`config.mk`:
```
export PLATFORM = sky130hd
export DESIGN_NAME = viewdata_peripheral_reset_ctrl
export DESIGN_NICKNAME = d
export VERILOG_FILES = /design/src/hdl/vdr_pkg.sv /design/src/hdl/reset_sequencer.sv /design/src/hdl/viewdata_peripheral_reset_ctrl.sv
export SDC_FILE = /design/constraint.sdc
export NUM_CORES = 1
export LEC_CHECK = 0
export BUFFER_PORTS_ARGS = -buffer_cell sky130_fd_sc_hd__buf_2
export CORE_MARGIN = 5
export CORE_UTILIZATION = 30
export CTS_CLUSTER_SIZE = 30
export DETAILED_ROUTE_END_ITERATION = 10
export SLEW_MARGIN = 20
export SYNTH_ARGS = -nofsm -noshare
export SYNTH_HDL_FRONTEND = slang
export SYNTH_SLANG_ARGS = --single-unit
```
`constraint.sdc`:
```
create_clock -name REF_CLK -period 4.9 [get_ports REF_CLK]
set_input_delay 0.49 -clock REF_CLK [delete_from_list [all_inputs] [get_ports REF_CLK]]
set_output_delay 0.49 -clock REF_CLK [all_outputs]
set_load 0.02 [all_outputs]
```
`src/hdl/vdr_pkg.sv`:
```
// constants, register map and sequencer states for the reset controller
// assumes a 50 MHz reference clock and an apb master with 32-bit data
package vdr_pkg;

	// ----------------------------------------------------------------
	// clock rates and timing
	// ----------------------------------------------------------------
	localparam int REF_CLK_HZ    = 50_000_000;
	localparam int BASE_CLK_HZ   = 1_000_000;                  // internal base rate
	localparam int BASE_DIV      = REF_CLK_HZ / BASE_CLK_HZ;   // ref cycles per base tick
	localparam int CLK_PERIOD_NS = 1_000_000_000 / REF_CLK_HZ;
	localparam int SECT_RST_NS   = 8000;                       // sections held in reset
	localparam int TX_RST_NS     = 2000;                       // transmitters held in reset
	localparam int SECT_RST_CYC  = (SECT_RST_NS + CLK_PERIOD_NS - 1) / CLK_PERIOD_NS;
	localparam int TX_RST_CYC    = (TX_RST_NS + CLK_PERIOD_NS - 1) / CLK_PERIOD_NS;

	// ----------------------------------------------------------------
	// register indices (byte address is four times the index)
	// ----------------------------------------------------------------
	localparam logic [3:0] IDX_STATUS_A   = 4'h0;
	localparam logic [3:0] IDX_STATUS_B   = 4'h1;
	localparam logic [3:0] IDX_MODE       = 4'h2;
	localparam logic [3:0] IDX_COMMAND    = 4'h3;
	localparam logic [3:0] IDX_CTRL_6     = 4'h6;
	localparam logic [3:0] IDX_CTRL_7     = 4'h7;
	localparam logic [3:0] IDX_DIAL       = 4'h8;
	localparam logic [3:0] IDX_INT_STATUS = 4'hc;
	localparam logic [3:0] IDX_INT_MASK   = 4'hd;

	// ----------------------------------------------------------------
	// field positions and values after reset
	// ----------------------------------------------------------------
	localparam int         CMD_SWRST_BIT  = 5;
	localparam int         LINE_RDY_BIT   = 0;   // in status a
	localparam int         SB_RDY_BIT     = 0;   // in status b
	localparam int         TAPE_RDY_BIT   = 1;   // in status b
	localparam int         INT_DONE_BIT   = 0;
	localparam int         INT_SWRST_BIT  = 1;
	localparam logic [7:0] REG_RST        = 8'h00;
	localparam logic [1:0] INT_RST        = 2'h0;
	localparam logic [2:0] RDY_RST        = 3'h0;

	// sequencer states
	typedef enum logic [1:0] {ST_SECTIONS, ST_TX, ST_READY} seq_state_t;

endpackage : vdr_pkg

```
`src/hdl/reset_sequencer.sv`:
```
// reset sequencer: sections in reset, then transmitters, then ready
// assumes start is a one-cycle pulse synchronous to clk
`timescale 1ns/100ps
module reset_sequencer #(
	parameter int CNT_W = 10
) (
	// clock and reset
	input  wire logic clk,
	input  wire logic rst_n,
	// request
	input  wire logic start,
	// phases
	output logic      section_rst,
	output logic      tx_rst,
	output logic      done
);

	vdr_pkg::seq_state_t state;
	vdr_pkg::seq_state_t next_state;
	logic [CNT_W-1:0]    cnt;
	logic [CNT_W-1:0]    next_cnt;
	logic                next_section_rst;
	logic                next_tx_rst;
	logic                next_done;

	// next state and phase counter
	always_comb begin
		next_state = state;
		next_cnt   = CNT_W'(cnt + 1'b1);
		case (state)
			vdr_pkg::ST_SECTIONS: begin
				if (cnt == CNT_W'(vdr_pkg::SECT_RST_CYC - 1)) begin
					next_state = vdr_pkg::ST_TX;
					next_cnt   = '0;
				end
			end
			vdr_pkg::ST_TX: begin
				if (cnt == CNT_W'(vdr_pkg::TX_RST_CYC - 1)) begin
					next_state = vdr_pkg::ST_READY;
					next_cnt   = '0;
				end
			end
			vdr_pkg::ST_READY: begin
				next_cnt = '0;
				if (start) begin
					next_state = vdr_pkg::ST_SECTIONS; // RULE9
				end
			end
			default: begin
				next_state = vdr_pkg::ST_SECTIONS;
				next_cnt   = '0;
			end
		endcase
		next_section_rst = (next_state == vdr_pkg::ST_SECTIONS);
		next_tx_rst      = (next_state == vdr_pkg::ST_TX);
		next_done        = (state == vdr_pkg::ST_TX) && (next_state == vdr_pkg::ST_READY);
	end

	// registers; reset enters the section phase without any host action
	always_ff @(posedge clk) begin
		if (!rst_n) begin
			state       <= vdr_pkg::ST_SECTIONS; // RULE2
			cnt         <= '0;
			section_rst <= 1'b1;
			tx_rst      <= 1'b0;
			done        <= 1'b0;
		end else begin
			state       <= next_state;
			cnt         <= next_cnt;
			section_rst <= next_section_rst;
			tx_rst      <= next_tx_rst;
			done        <= next_done;
		end
	end

	// a request while idle runs the same sequence as power-on
	property p_seq_restart;
		@(posedge clk) disable iff (!rst_n)
		(start && state == vdr_pkg::ST_READY) |=> section_rst ##1 section_rst;
	endproperty
	a_seq_restart: assert property (p_seq_restart) else $error("restart did not reset sections"); // RULE9

	// transmitter phase always lasts at least eight cycles and ends with done
	property p_tx_phase;
		@(posedge clk) disable iff (!rst_n)
		$rose(tx_rst) |-> tx_rst [*8];
	endproperty
	a_tx_phase: assert property (p_tx_phase) else $error("transmitter reset phase too short"); // RULE6

endmodule : reset_sequencer

```
`src/hdl/viewdata_peripheral_reset_ctrl.sv`:
```
// reset and clock control for a viewdata peripheral, registers on apb
// assumes an apb master on REF_CLK and synchronous section-side inputs
//
// How it works
// RULE1: every internal rate comes from one 1 MHz base tick off REF_CLK; the reset sequencer counts REF_CLK cycles instead.
// RULE2: power-on reset runs the full reset sequence with no host action.
// RULE3: writing one to command bit 5 resets; bit reads one until done.
// RULE4: after reset mode and control registers are zero, viewdata defaults.
// RULE5: registers 0-3 and 6-8 read zero after reset, except ready flags.
// RULE6: after transmitter reset the three transmitter-ready flags become one.
// RULE7: the register is picked by a four-bit register number on the bus.
// RULE8: mode and command are read/write; both status registers read only.
// RULE9: software reset ends in the same state as power-on reset; int_status and int_mask are not cleared by it.
`timescale 1ns/100ps
module viewdata_peripheral_reset_ctrl #(
	parameter int ADDR_W = 12
) (
	// clock and reset
	input  wire logic              REF_CLK,
	input  wire logic              RST_N,
	// apb slave
	input  wire logic              PSEL,
	input  wire logic              PENABLE,
	input  wire logic              PWRITE,
	input  wire logic [ADDR_W-1:0] PADDR,
	input  wire logic [31:0]       PWDATA,
	output logic      [31:0]       PRDATA,
	output logic                   PREADY,
	output logic                   PSLVERR,
	// interrupt
	output logic                   IRQ,
	// section-side status and transmitter events
	input  wire logic [7:0]        STATUS_A_IN,
	input  wire logic [7:0]        STATUS_B_IN,
	input  wire logic [2:0]        TX_LOAD,
	input  wire logic [2:0]        TX_FREE,
	// section-side control
	output logic                   SECTION_RST,
	output logic                   TX_RST,
	output logic                   BASE_TICK,
	output logic      [7:0]        MODE_OUT,
	output logic      [7:0]        COMMAND_OUT,
	output logic      [7:0]        CTRL6_OUT,
	output logic      [7:0]        CTRL7_OUT,
	output logic      [7:0]        DIAL_OUT
);

	// ----------------------------------------------------------------
	// declarations
	// ----------------------------------------------------------------
	localparam int DIV_W = $clog2(vdr_pkg::BASE_DIV);

	logic [7:0]       status_reg_a;
	logic [7:0]       status_reg_b;
	logic [7:0]       mode_reg;
	logic [7:0]       command_reg;
	logic [7:0]       ctrl_reg_6;
	logic [7:0]       ctrl_reg_7;
	logic [7:0]       dial_reg;
	logic [1:0]       int_status;
	logic [1:0]       int_mask;
	logic [2:0]       tx_ready;       // line, serial bus, tape
	logic             sw_start;
	logic             pready;
	logic [31:0]      prdata;
	logic             pslverr;
	logic             irq;
	logic [DIV_W-1:0] div_cnt;
	logic             base_tick;

	logic [7:0]       next_status_reg_a;
	logic [7:0]       next_status_reg_b;
	logic [7:0]       next_mode_reg;
	logic [7:0]       next_command_reg;
	logic [7:0]       next_ctrl_reg_6;
	logic [7:0]       next_ctrl_reg_7;
	logic [7:0]       next_dial_reg;
	logic [1:0]       next_int_status;
	logic [1:0]       next_int_mask;
	logic [2:0]       next_tx_ready;
	logic             next_sw_start;
	logic             next_pready;
	logic [31:0]      next_prdata;
	logic             next_pslverr;
	logic             next_irq;
	logic [DIV_W-1:0] next_div_cnt;
	logic             next_base_tick;

	logic             seq_section_rst;
	logic             seq_tx_rst;
	logic             seq_done;
	logic             seq_active;
	logic [3:0]       idx;
	logic             mapped;
	logic             access;
	logic             wr_acc;
	logic [31:0]      rd_data;

	wire logic line_tx_ready_flag       = tx_ready[0];
	wire logic serial_bus_tx_ready_flag = tx_ready[1];
	wire logic tape_tx_ready_flag       = tx_ready[2];

	// ----------------------------------------------------------------
	// reset sequencer
	// ----------------------------------------------------------------
	reset_sequencer #(
		.CNT_W(10)
	) u_seq (
		.clk        (REF_CLK),
		.rst_n      (RST_N),
		.start      (sw_start),
		.section_rst(seq_section_rst),
		.tx_rst     (seq_tx_rst),
		.done       (seq_done)
	);

	// registers are held clear from the request until the sequence ends
	assign seq_active = seq_section_rst | seq_tx_rst | sw_start;

	// ----------------------------------------------------------------
	// base tick divider
	// ----------------------------------------------------------------
	// one pulse per microsecond; other sections count these ticks
	always_comb begin
		next_div_cnt   = DIV_W'(div_cnt + 1'b1);
		next_base_tick = 1'b0;
		if (div_cnt == DIV_W'(vdr_pkg::BASE_DIV - 1)) begin
			next_div_cnt   = '0; // RULE1
			next_base_tick = 1'b1;
		end
	end

	always_ff @(posedge REF_CLK) begin
		if (!RST_N) begin
			div_cnt   <= '0;
			base_tick <= 1'b0;
		end else begin
			div_cnt   <= next_div_cnt;
			base_tick <= next_base_tick;
		end
	end

	// ----------------------------------------------------------------
	// apb decode and read mux
	// ----------------------------------------------------------------
	// register number from the low four bits of the word index
	assign idx    = PADDR[5:2]; // RULE7
	assign access = PSEL & PENABLE & ~pready;
	assign wr_acc = PSEL & PENABLE & pready & PWRITE & mapped;

	always_comb begin
		mapped  = (PADDR[ADDR_W-1:6] == '0);
		rd_data = 32'h0000_0000;
		case (idx)
			vdr_pkg::IDX_STATUS_A:   rd_data[7:0] = status_reg_a;
			vdr_pkg::IDX_STATUS_B:   rd_data[7:0] = status_reg_b;
			vdr_pkg::IDX_MODE:       rd_data[7:0] = mode_reg;
			vdr_pkg::IDX_COMMAND:    rd_data[7:0] = command_reg;
			vdr_pkg::IDX_CTRL_6:     rd_data[7:0] = ctrl_reg_6;
			vdr_pkg::IDX_CTRL_7:     rd_data[7:0] = ctrl_reg_7;
			vdr_pkg::IDX_DIAL:       rd_data[7:0] = dial_reg;
			vdr_pkg::IDX_INT_STATUS: rd_data[1:0] = int_status;
			vdr_pkg::IDX_INT_MASK:   rd_data[1:0] = int_mask;
			default:                 mapped       = 1'b0;
		endcase
	end

	// one wait state: pready rises in the second access cycle
	always_comb begin
		next_pready  = access;
		next_prdata  = (access && !PWRITE && mapped) ? rd_data : 32'h0000_0000;
		next_pslverr = access & ~mapped;
	end

	always_ff @(posedge REF_CLK) begin
		if (!RST_N) begin
			pready  <= 1'b0;
			prdata  <= 32'h0000_0000;
			pslverr <= 1'b0;
		end else begin
			pready  <= next_pready;
			prdata  <= next_prdata;
			pslverr <= next_pslverr;
		end
	end

	// ----------------------------------------------------------------
	// control registers
	// ----------------------------------------------------------------
	// status registers take no writes; reset clears these registers but sets command bit 5
	always_comb begin
		next_mode_reg    = mode_reg;
		next_command_reg = command_reg;
		next_ctrl_reg_6  = ctrl_reg_6;
		next_ctrl_reg_7  = ctrl_reg_7;
		next_dial_reg    = dial_reg;
		next_sw_start    = 1'b0;
		if (seq_active) begin
			next_mode_reg    = vdr_pkg::REG_RST; // RULE4
			next_command_reg = vdr_pkg::REG_RST;
			next_ctrl_reg_6  = vdr_pkg::REG_RST; // RULE5
			next_ctrl_reg_7  = vdr_pkg::REG_RST;
			next_dial_reg    = vdr_pkg::REG_RST;
			next_command_reg[vdr_pkg::CMD_SWRST_BIT] = 1'b1; // RULE3
		end else if (wr_acc) begin
			case (idx)
				vdr_pkg::IDX_MODE:    next_mode_reg   = PWDATA[7:0]; // RULE8
				vdr_pkg::IDX_COMMAND: begin
					next_command_reg = PWDATA[7:0]; // RULE8
					next_sw_start    = PWDATA[vdr_pkg::CMD_SWRST_BIT]; // RULE3
				end
				vdr_pkg::IDX_CTRL_6:  next_ctrl_reg_6 = PWDATA[7:0];
				vdr_pkg::IDX_CTRL_7:  next_ctrl_reg_7 = PWDATA[7:0];
				vdr_pkg::IDX_DIAL:    next_dial_reg   = PWDATA[7:0];
				default:              next_sw_start   = 1'b0;
			endcase
		end
		// the request bit drops once the sequence has finished
		if (seq_done) begin
			next_command_reg[vdr_pkg::CMD_SWRST_BIT] = 1'b0; // RULE3
		end
	end

	always_ff @(posedge REF_CLK) begin
		if (!RST_N) begin
			mode_reg    <= vdr_pkg::REG_RST;
			command_reg <= vdr_pkg::REG_RST;
			ctrl_reg_6  <= vdr_pkg::REG_RST;
			ctrl_reg_7  <= vdr_pkg::REG_RST;
			dial_reg    <= vdr_pkg::REG_RST;
			sw_start    <= 1'b0;
		end else begin
			mode_reg    <= next_mode_reg;
			command_reg <= next_command_reg;
			ctrl_reg_6  <= next_ctrl_reg_6;
			ctrl_reg_7  <= next_ctrl_reg_7;
			dial_reg    <= next_dial_reg;
			sw_start    <= next_sw_start;
		end
	end

	// ----------------------------------------------------------------
	// transmitter-ready flags and status registers
	// ----------------------------------------------------------------
	// a load clears a flag, a free sets it; set wins, reset end sets all
	always_comb begin
		next_tx_ready = (tx_ready & ~TX_LOAD) | TX_FREE;
		if (seq_active) begin
			next_tx_ready = vdr_pkg::RDY_RST; // RULE5
		end
		if (seq_done) begin
			next_tx_ready = 3'h7; // RULE6
		end
		next_status_reg_a = seq_active ? vdr_pkg::REG_RST : STATUS_A_IN;
		next_status_reg_b = seq_active ? vdr_pkg::REG_RST : STATUS_B_IN;
		next_status_reg_a[vdr_pkg::LINE_RDY_BIT] = next_tx_ready[0];
		next_status_reg_b[vdr_pkg::SB_RDY_BIT]   = next_tx_ready[1];
		next_status_reg_b[vdr_pkg::TAPE_RDY_BIT] = next_tx_ready[2];
	end

	always_ff @(posedge REF_CLK) begin
		if (!RST_N) begin
			tx_ready     <= vdr_pkg::RDY_RST;
			status_reg_a <= vdr_pkg::REG_RST;
			status_reg_b <= vdr_pkg::REG_RST;
		end else begin
			tx_ready     <= next_tx_ready;
			status_reg_a <= next_status_reg_a;
			status_reg_b <= next_status_reg_b;
		end
	end

	// ----------------------------------------------------------------
	// interrupts
	// ----------------------------------------------------------------
	// write one to clear; a new event in the same cycle stays set
	always_comb begin
		next_int_status = int_status;
		next_int_mask   = int_mask;
		if (wr_acc && idx == vdr_pkg::IDX_INT_STATUS) begin
			next_int_status = int_status & ~PWDATA[1:0];
		end
		if (wr_acc && idx == vdr_pkg::IDX_INT_MASK) begin
			next_int_mask = PWDATA[1:0];
		end
		if (seq_done) begin
			next_int_status[vdr_pkg::INT_DONE_BIT] = 1'b1;
		end
		if (sw_start) begin
			next_int_status[vdr_pkg::INT_SWRST_BIT] = 1'b1;
		end
		next_irq = |(next_int_status & next_int_mask);
	end

	always_ff @(posedge REF_CLK) begin
		if (!RST_N) begin
			int_status <= vdr_pkg::INT_RST;
			int_mask   <= vdr_pkg::INT_RST;
			irq        <= 1'b0;
		end else begin
			int_status <= next_int_status;
			int_mask   <= next_int_mask;
			irq        <= next_irq;
		end
	end

	// ----------------------------------------------------------------
	// outputs
	// ----------------------------------------------------------------
	assign PRDATA      = prdata;
	assign PREADY      = pready;
	assign PSLVERR     = pslverr;
	assign IRQ         = irq;
	assign SECTION_RST = seq_section_rst;
	assign TX_RST      = seq_tx_rst;
	assign BASE_TICK   = base_tick;
	assign MODE_OUT    = mode_reg;
	assign COMMAND_OUT = command_reg;
	assign CTRL6_OUT   = ctrl_reg_6;
	assign CTRL7_OUT   = ctrl_reg_7;
	assign DIAL_OUT    = dial_reg;

	// ----------------------------------------------------------------
	// assertions
	// ----------------------------------------------------------------
	localparam int PON_MAX = 520;

	property p_base_tick;
		@(posedge REF_CLK) disable iff (!RST_N)
		base_tick |-> ##50 base_tick;
	endproperty
	a_base_tick: assert property (p_base_tick) else $error("base tick period wrong"); // RULE1

	property p_power_on;
		@(posedge REF_CLK) disable iff (!RST_N)
		$rose(RST_N) |-> ##[1:PON_MAX] seq_done;
	endproperty
	a_power_on: assert property (p_power_on) else $error("power-on sequence did not end"); // RULE2

	property p_swrst_hold;
		@(posedge REF_CLK) disable iff (!RST_N)
		(wr_acc && idx == vdr_pkg::IDX_COMMAND && PWDATA[5] && !seq_active)
			|=> command_reg[5] [*8];
	endproperty
	a_swrst_hold: assert property (p_swrst_hold) else $error("reset bit not held"); // RULE3

	property p_swrst_clear;
		@(posedge REF_CLK) disable iff (!RST_N)
		seq_done |=> !command_reg[5] && command_reg == vdr_pkg::REG_RST;
	endproperty
	a_swrst_clear: assert property (p_swrst_clear) else $error("reset bit not cleared"); // RULE3

	property p_defaults;
		@(posedge REF_CLK) disable iff (!RST_N)
		seq_section_rst |=> mode_reg == 8'h00 && ctrl_reg_6 == 8'h00 && ctrl_reg_7 == 8'h00
			&& dial_reg == 8'h00;
	endproperty
	a_defaults: assert property (p_defaults) else $error("control registers not cleared"); // RULE4

	property p_status_clear;
		@(posedge REF_CLK) disable iff (!RST_N)
		(seq_tx_rst && !seq_done) |=> status_reg_a == 8'h00 && status_reg_b == 8'h00;
	endproperty
	a_status_clear: assert property (p_status_clear) else $error("status not zero in reset"); // RULE5

	property p_ready_set;
		@(posedge REF_CLK) disable iff (!RST_N)
		seq_done |=> line_tx_ready_flag && serial_bus_tx_ready_flag && tape_tx_ready_flag
			##1 status_reg_a[0] && status_reg_b[1:0] == 2'h3;
	endproperty
	a_ready_set: assert property (p_ready_set) else $error("ready flags not set"); // RULE6

	property p_mode_read;
		@(posedge REF_CLK) disable iff (!RST_N)
		(access && !PWRITE && idx == vdr_pkg::IDX_MODE && mapped)
			|=> PREADY && PRDATA == {24'h000000, $past(mode_reg)};
	endproperty
	a_mode_read: assert property (p_mode_read) else $error("mode read wrong"); // RULE7

	property p_mode_write;
		@(posedge REF_CLK) disable iff (!RST_N)
		(wr_acc && idx == vdr_pkg::IDX_MODE && !seq_active) |=> mode_reg == $past(PWDATA[7:0]);
	endproperty
	a_mode_write: assert property (p_mode_write) else $error("mode write lost"); // RULE8

	property p_status_ro;
		@(posedge REF_CLK) disable iff (!RST_N)
		(wr_acc && idx == vdr_pkg::IDX_STATUS_A && !seq_active)
			|=> status_reg_a[7:1] == $past(STATUS_A_IN[7:1]);
	endproperty
	a_status_ro: assert property (p_status_ro) else $error("status took a write"); // RULE8

endmodule : viewdata_peripheral_reset_ctrl
```
======== After elaboration in Yosys (flattened, before gate mapping) ========
Index checks and enable logic that the tools add are counted.
storage, ports and cells
  flip-flop bits (word level) ............. 121
  bits in latches ......................... 0
  bits in writable memories ............... 0
  memory bits (read-only) ................. 0
  output and inout bits ................... 78
  memories kept ........................... 0
cells by class
  $add $sub $neg .......................... 2
  $mul .................................... 0
  div/mod/pow operators ................... 0
  $lt $le $gt $ge ......................... 0
  eq/ne operators ......................... 15
  shift-type cells ........................ 0
  multiplexer cells ....................... 20
  bitwise operators ....................... 19
  reduce and logical (&&, ||, !) cells .... 25
operators with widths
  operator                 count
  $pmux W6 S7              1
  $mux W10                 2
  $pmux W10 S2             1
  $mux W6                  3
  $pmux W2 S9              1
  $reduce_and A2 Y1        7
  $eq A4 B4 Y1 const B     3
  $add A10 B1 Y10 const B  1
  $eq A10 B7 Y1 const B    1
  $eq A10 B9 Y1 const B    1
  $mux W2                  5
  $reduce_or A9 Y1         1
  $eq A4 B2 Y1 const B     2
  $eq A4 B3 Y1 const B     2
  $reduce_or A2 Y1         4
  $add A6 B1 Y6 const B    1
  $and A1 B1 Y1            6
  $eq A6 B6 Y1 const B     1
  $logic_not A6 Y1         1
  $mux W3                  2
  $pmux W2 S3              1
  $logic_and A1 B1 Y1      5
  $not A1 Y1               5
  $and A2 B2 Y2            2
  other kinds (14)         22

======== Logic depth before layout (Yosys ltp) ========
  depth in word-level cells ............... 9
  mapped depth ............................ 7

======== Hierarchy ========
A second synthesis with hierarchy kept.
second synthesis, totals
  cell total of the unflattened synthesis .. 424
  area total of the unflattened synthesis .. 4,225.3 um2
by module, submodules not included
  module                          times used  cells an instance  area an instance (um2)  seq. area each (um2)
  viewdata_peripheral_reset_ctrl  1           359                3,552.2                 1,581.5
  reset_sequencer                 1           65                 673.1                   300.3

======== Worst setup path after synthesis ========
OpenSTA, ideal clock, no wires.
  path kind ............................... in2reg
  from .................................... input PADDR[7]
  to ...................................... register ctrl_reg_6[4] (netlist: CTRL6_OUT[4])
  arrival time ............................ 1.937 ns
  required time ........................... 4.826 ns
  path slack .............................. 2.888 ns
  cell stages on the path ................. 7
  cells stage by stage .................... or4_4 -> nor3_4 -> and4b_1 -> buf_4 -> buf_6 -> nand3_1 -> o21ai_0
on the way
  longest elaborated chain between the ends .. 4
RTL lines
  what                         line                                   source
  start, declared              viewdata_peripheral_reset_ctrl.sv:25   input wire logic [ADDR_W-1:0] PADDR,
  $logic_not A6 Y1             viewdata_peripheral_reset_ctrl.sv:152  mapped = (PADDR[ADDR_W-1:6] == '0);
  $mux W1                      viewdata_peripheral_reset_ctrl.sv:154  case (idx)
  $and A1 B1 Y1                viewdata_peripheral_reset_ctrl.sv:149  assign wr_acc = PSEL & PENABLE & pready & PWRITE & mapped;
  $reduce_and A2 Y1 (no line)  --
  end signal, assigned         viewdata_peripheral_reset_ctrl.sv:228  ctrl_reg_6 <= vdr_pkg::REG_RST;
  end signal, assigned         viewdata_peripheral_reset_ctrl.sv:235  ctrl_reg_6 <= next_ctrl_reg_6;
  end, declared                viewdata_peripheral_reset_ctrl.sv:57   logic [7:0] ctrl_reg_6;
No other way between the ends.
A chain may end at the register's enable or synchronous reset.

======== Worst setup path in the final report ========
Same ends and word-level chain as after synthesis.

==> impl_metrics.tcl <==
set metrics [dict create \
    synth_cells 464 \
    seq_power_share_pct 48.9 \
    wl_met2_um 5320 \
    drtIter0Drc 242 \
    syn2layout_area_growth_pct 20.6 \
    ys.flop_type "dfxtp_1" \
    fin_skew_ns 0.0102 \
    final_cell_count_no_fill 731 \
    critPathMaxFanout 16 \
    power_frac_comb_pct 5.5 \
    grt_pass1_wl_um 18300 \
    placementRows 42 \
    gr-total-overflow 0 \
    grt_use_total_pct 14.4 \
    hold_violations 0 \
    wl_per_cell_um 15.5 \
    cts.clk_slew.worst_paths_ns 0.06 \
    rsz0062_at_grt "no" \
    ctsHoldBuffers 0 \
    ys_seq_area_share_pct 46.6 \
    start_util_pct 30.5 \
    die-area_mm2 0.0159 \
    die_h_um 126 \
    coreArea_mm2 0.0132 \
    async_flop_share_pct 0 \
    io_buffer_count 95 \
    tightest_slew_ns 1.10 \
    power_density_mw_per_mm2 325 \
    synth_warnings 0 \
    cts_resized 0 \
    dp.cells 716 \
    num_vias 3521 \
    crit_arrival_ns 2.38 \
    grt_max_degree 32 \
    wl_met1_um 4950 \
    clock-sinks 94 \
    clock_path_buffers 2 \
    worst_setup_path_end_kind "register" \
    routed_wl_um 11300 \
    synth_area_mm2 0.00404 \
    fin_tns_setup_ns 0 \
    cts_tree "yes" \
    synth_area_per_cell_um2 8.71 \
    drt_first_pass_iters 4 \
    ys_ff_latch 94 \
    cts_made_buffers 9 \
    highest-signal-layer "met4" \
    outcome "complete, no violations" \
    first_global_vias 3463 \
    clk_latency_ns 0.35 \
    place_congestion 0.858 \
    critPathKind "primary input to register" \
    drcViolationCount 0 \
    drv_slew 0 \
    fmax_mhz 473 \
    synth_enable_flop_cells 0 \
    fin_crit_sh_pct 43.1 \
    relSlewSlack_pct 26.5 \
    p_switching_uw 344 \
    leakage_nw 2.06 \
    io_pins 149 \
    p_sw_share_pct 21.7 \
    setup_viol 0 \
    antenna_found_initial 0 \
    ir_drop_mv 0.160 \
    met3_length_um 919 \
    ys_types 52 \
    vias_per_cell 4.82 \
    post-cts-setup-buffers 0 \
    drive_gt1_share_pct 22.9 \
    cts_htree_levels 3 \
    start_kind "primary input" \
    drtAntennaViolNets 0 \
    hpwl_um 8800 \
    die_w_um 126 \
    min_path_type "primary input to register" \
    cap_violations 0 \
    internal_power_mw 1.24 \
    clock-root-buffer "clkbuf_16" \
    antenna_cells 0 \
    p_clk_share_pct 45.6 \
    final_nets 625 \
    layout_min_cycle_time_ns 2.11 \
    worst_ep_required_time_ns 5.17 \
]
state kept, by name, summed over array words and instances (netlist names), 7 cells and up:
signal and flops:
status_reg_a 7, u_seq.cnt 10, DIAL_OUT 8, COMMAND_OUT 8, MODE_OUT 8, PRDATA 8
status_reg_b 8, CTRL6_OUT 8, CTRL7_OUT 8
synthesized netlist by cell type, drive strengths merged, types with 3 or more instances:
master	instances	area [um2]
nand3	16	85.1
and2	3	18.8
and3	20	125
o21ai	15	75.1
nand2b	5	31.3
nand2	67	251
o21a	5	37.5
ha	3	37.5
clkbuf	13	48.8
nor2	43	161
mux2i	10	100
a21oi	45	225
nor3	8	62.6
dfxtp	94	1880
nor4b	3	38.8
a22oi	15	113
xor2	4	35.0
nand4	3	18.8
inv	10	37.5
nor2b	6	37.5
xnor2	8	70.1
buf	30	216
a22o	5	43.8
mux2	8	90.1
critical path, stage by stage:
cell     delay [ns]
buf_2          0.10
or4_4          0.57
nor3_4         0.40
and4b_1        0.58
nand3_1        0.13
o21ai_0        0.10
kinds of logic (layout without fill, tap and decap cells):
group	after synthesis	count (layout)	synth area share, %
fa+ha+maj	3	3	0.929
xor+xnor	12	12	2.60
buf+inv	53	121	7.49
other cells	1	24	0.0928
mux	18	18	4.71
flops	94	94	46.6
simple gates	187	187	23.2
compound gates	96	96	14.4
power groups by stage:
stage | registers [mW] | logic, mW | clock network, mW
6_report | 0.773 | 0.0873 | 0.722
3_5_place_dp | 0.791 | 0.0864 | 0
4_1_cts | 0.773 | 0.0866 | 0.743
3_3_place_gp | 0.790 | 0.0849 | 0
2_1_floorplan | 0.791 | 0.0653 | 0
5_1_grt | 0.774 | 0.0962 | 0.771
per-stage QoR:
step	setup slack, ns	power [mW]	utilization [%]	area (um2)	hold WS, ns
after floorplan	2.89	0.856	-	4130	0.418
after global placement	2.45	0.875	34.5	4560	0.430
final	2.79	1.58	36.8	4870	0.380
after global routing	2.58	1.64	36.8	4870	0.367
after detailed placement	2.40	0.877	34.5	4560	0.451
after CTS	2.77	1.60	36.8	4870	0.367
final timing paths:
check                           slack (ns)               to  cells past startpoint      startpoint
worst min register to register        0.45     u_seq.cnt[0]                      1    u_seq.cnt[0]
worst max-delay path                  2.79     CTRL6_OUT[4]                      6        PADDR[7]
worst max register to register        2.91     CTRL6_OUT[4]                      5          PREADY
worst min-delay path                  0.38  status_reg_b[3]                      2  STATUS_B_IN[3]
placed cells by master, fill, tap and decap left out, types with 2 or more instances in the layout:
cell type  Yosys  routed
nand4b_1       2       2
nand2b_1       5       5
nor3_4         2       2
nor4b_2        2       2
ha_1           3       3
a22oi_1       15      15
nand4_1        3       3
xor2_1         4       4
nor2b_1        6       6
conb_1         1      24
nor2_1        43      42
a22o_1         5       5
a221oi_1       2       2
o22ai_1        2       2
xnor2_1        8       8
bufinv_16      0       2
clkbuf_1      13       2
nand2_1       67      67
a21oi_1       45      45
and3_1        20      20
and2_1         2       2
o21ai_0       14      14
mux2i_1       10      10
dfxtp_1       94      94
and4b_1        2       2
nor3b_1        2       2
inv_1         10      10
nand3_1       15      15
o21a_1         5       5
clkbuf_16      0       9
buf_2          2      95
nor3_1         6       6
mux2_2         8       8
per-layer routing:
layer  vias to the layer above  track usage (%)
li1                       1734                -
met2                       117             23.4
met5                         -                0
met1                      1657             18.1
met4                         0             4.54
met3                        13             4.95
layout make-up:
type | instances | area (um2)
clock buffer | 11 | 233
clock inverter | 4 | 72.6
fill | 1379 | 8370
inverter | 10 | 37.5
multi-input combinational | 340 | 1940
sequential | 94 | 1880
tap | 176 | 220
timing repair buffer | 96 | 483
Power figures use the tool's default switching activity.
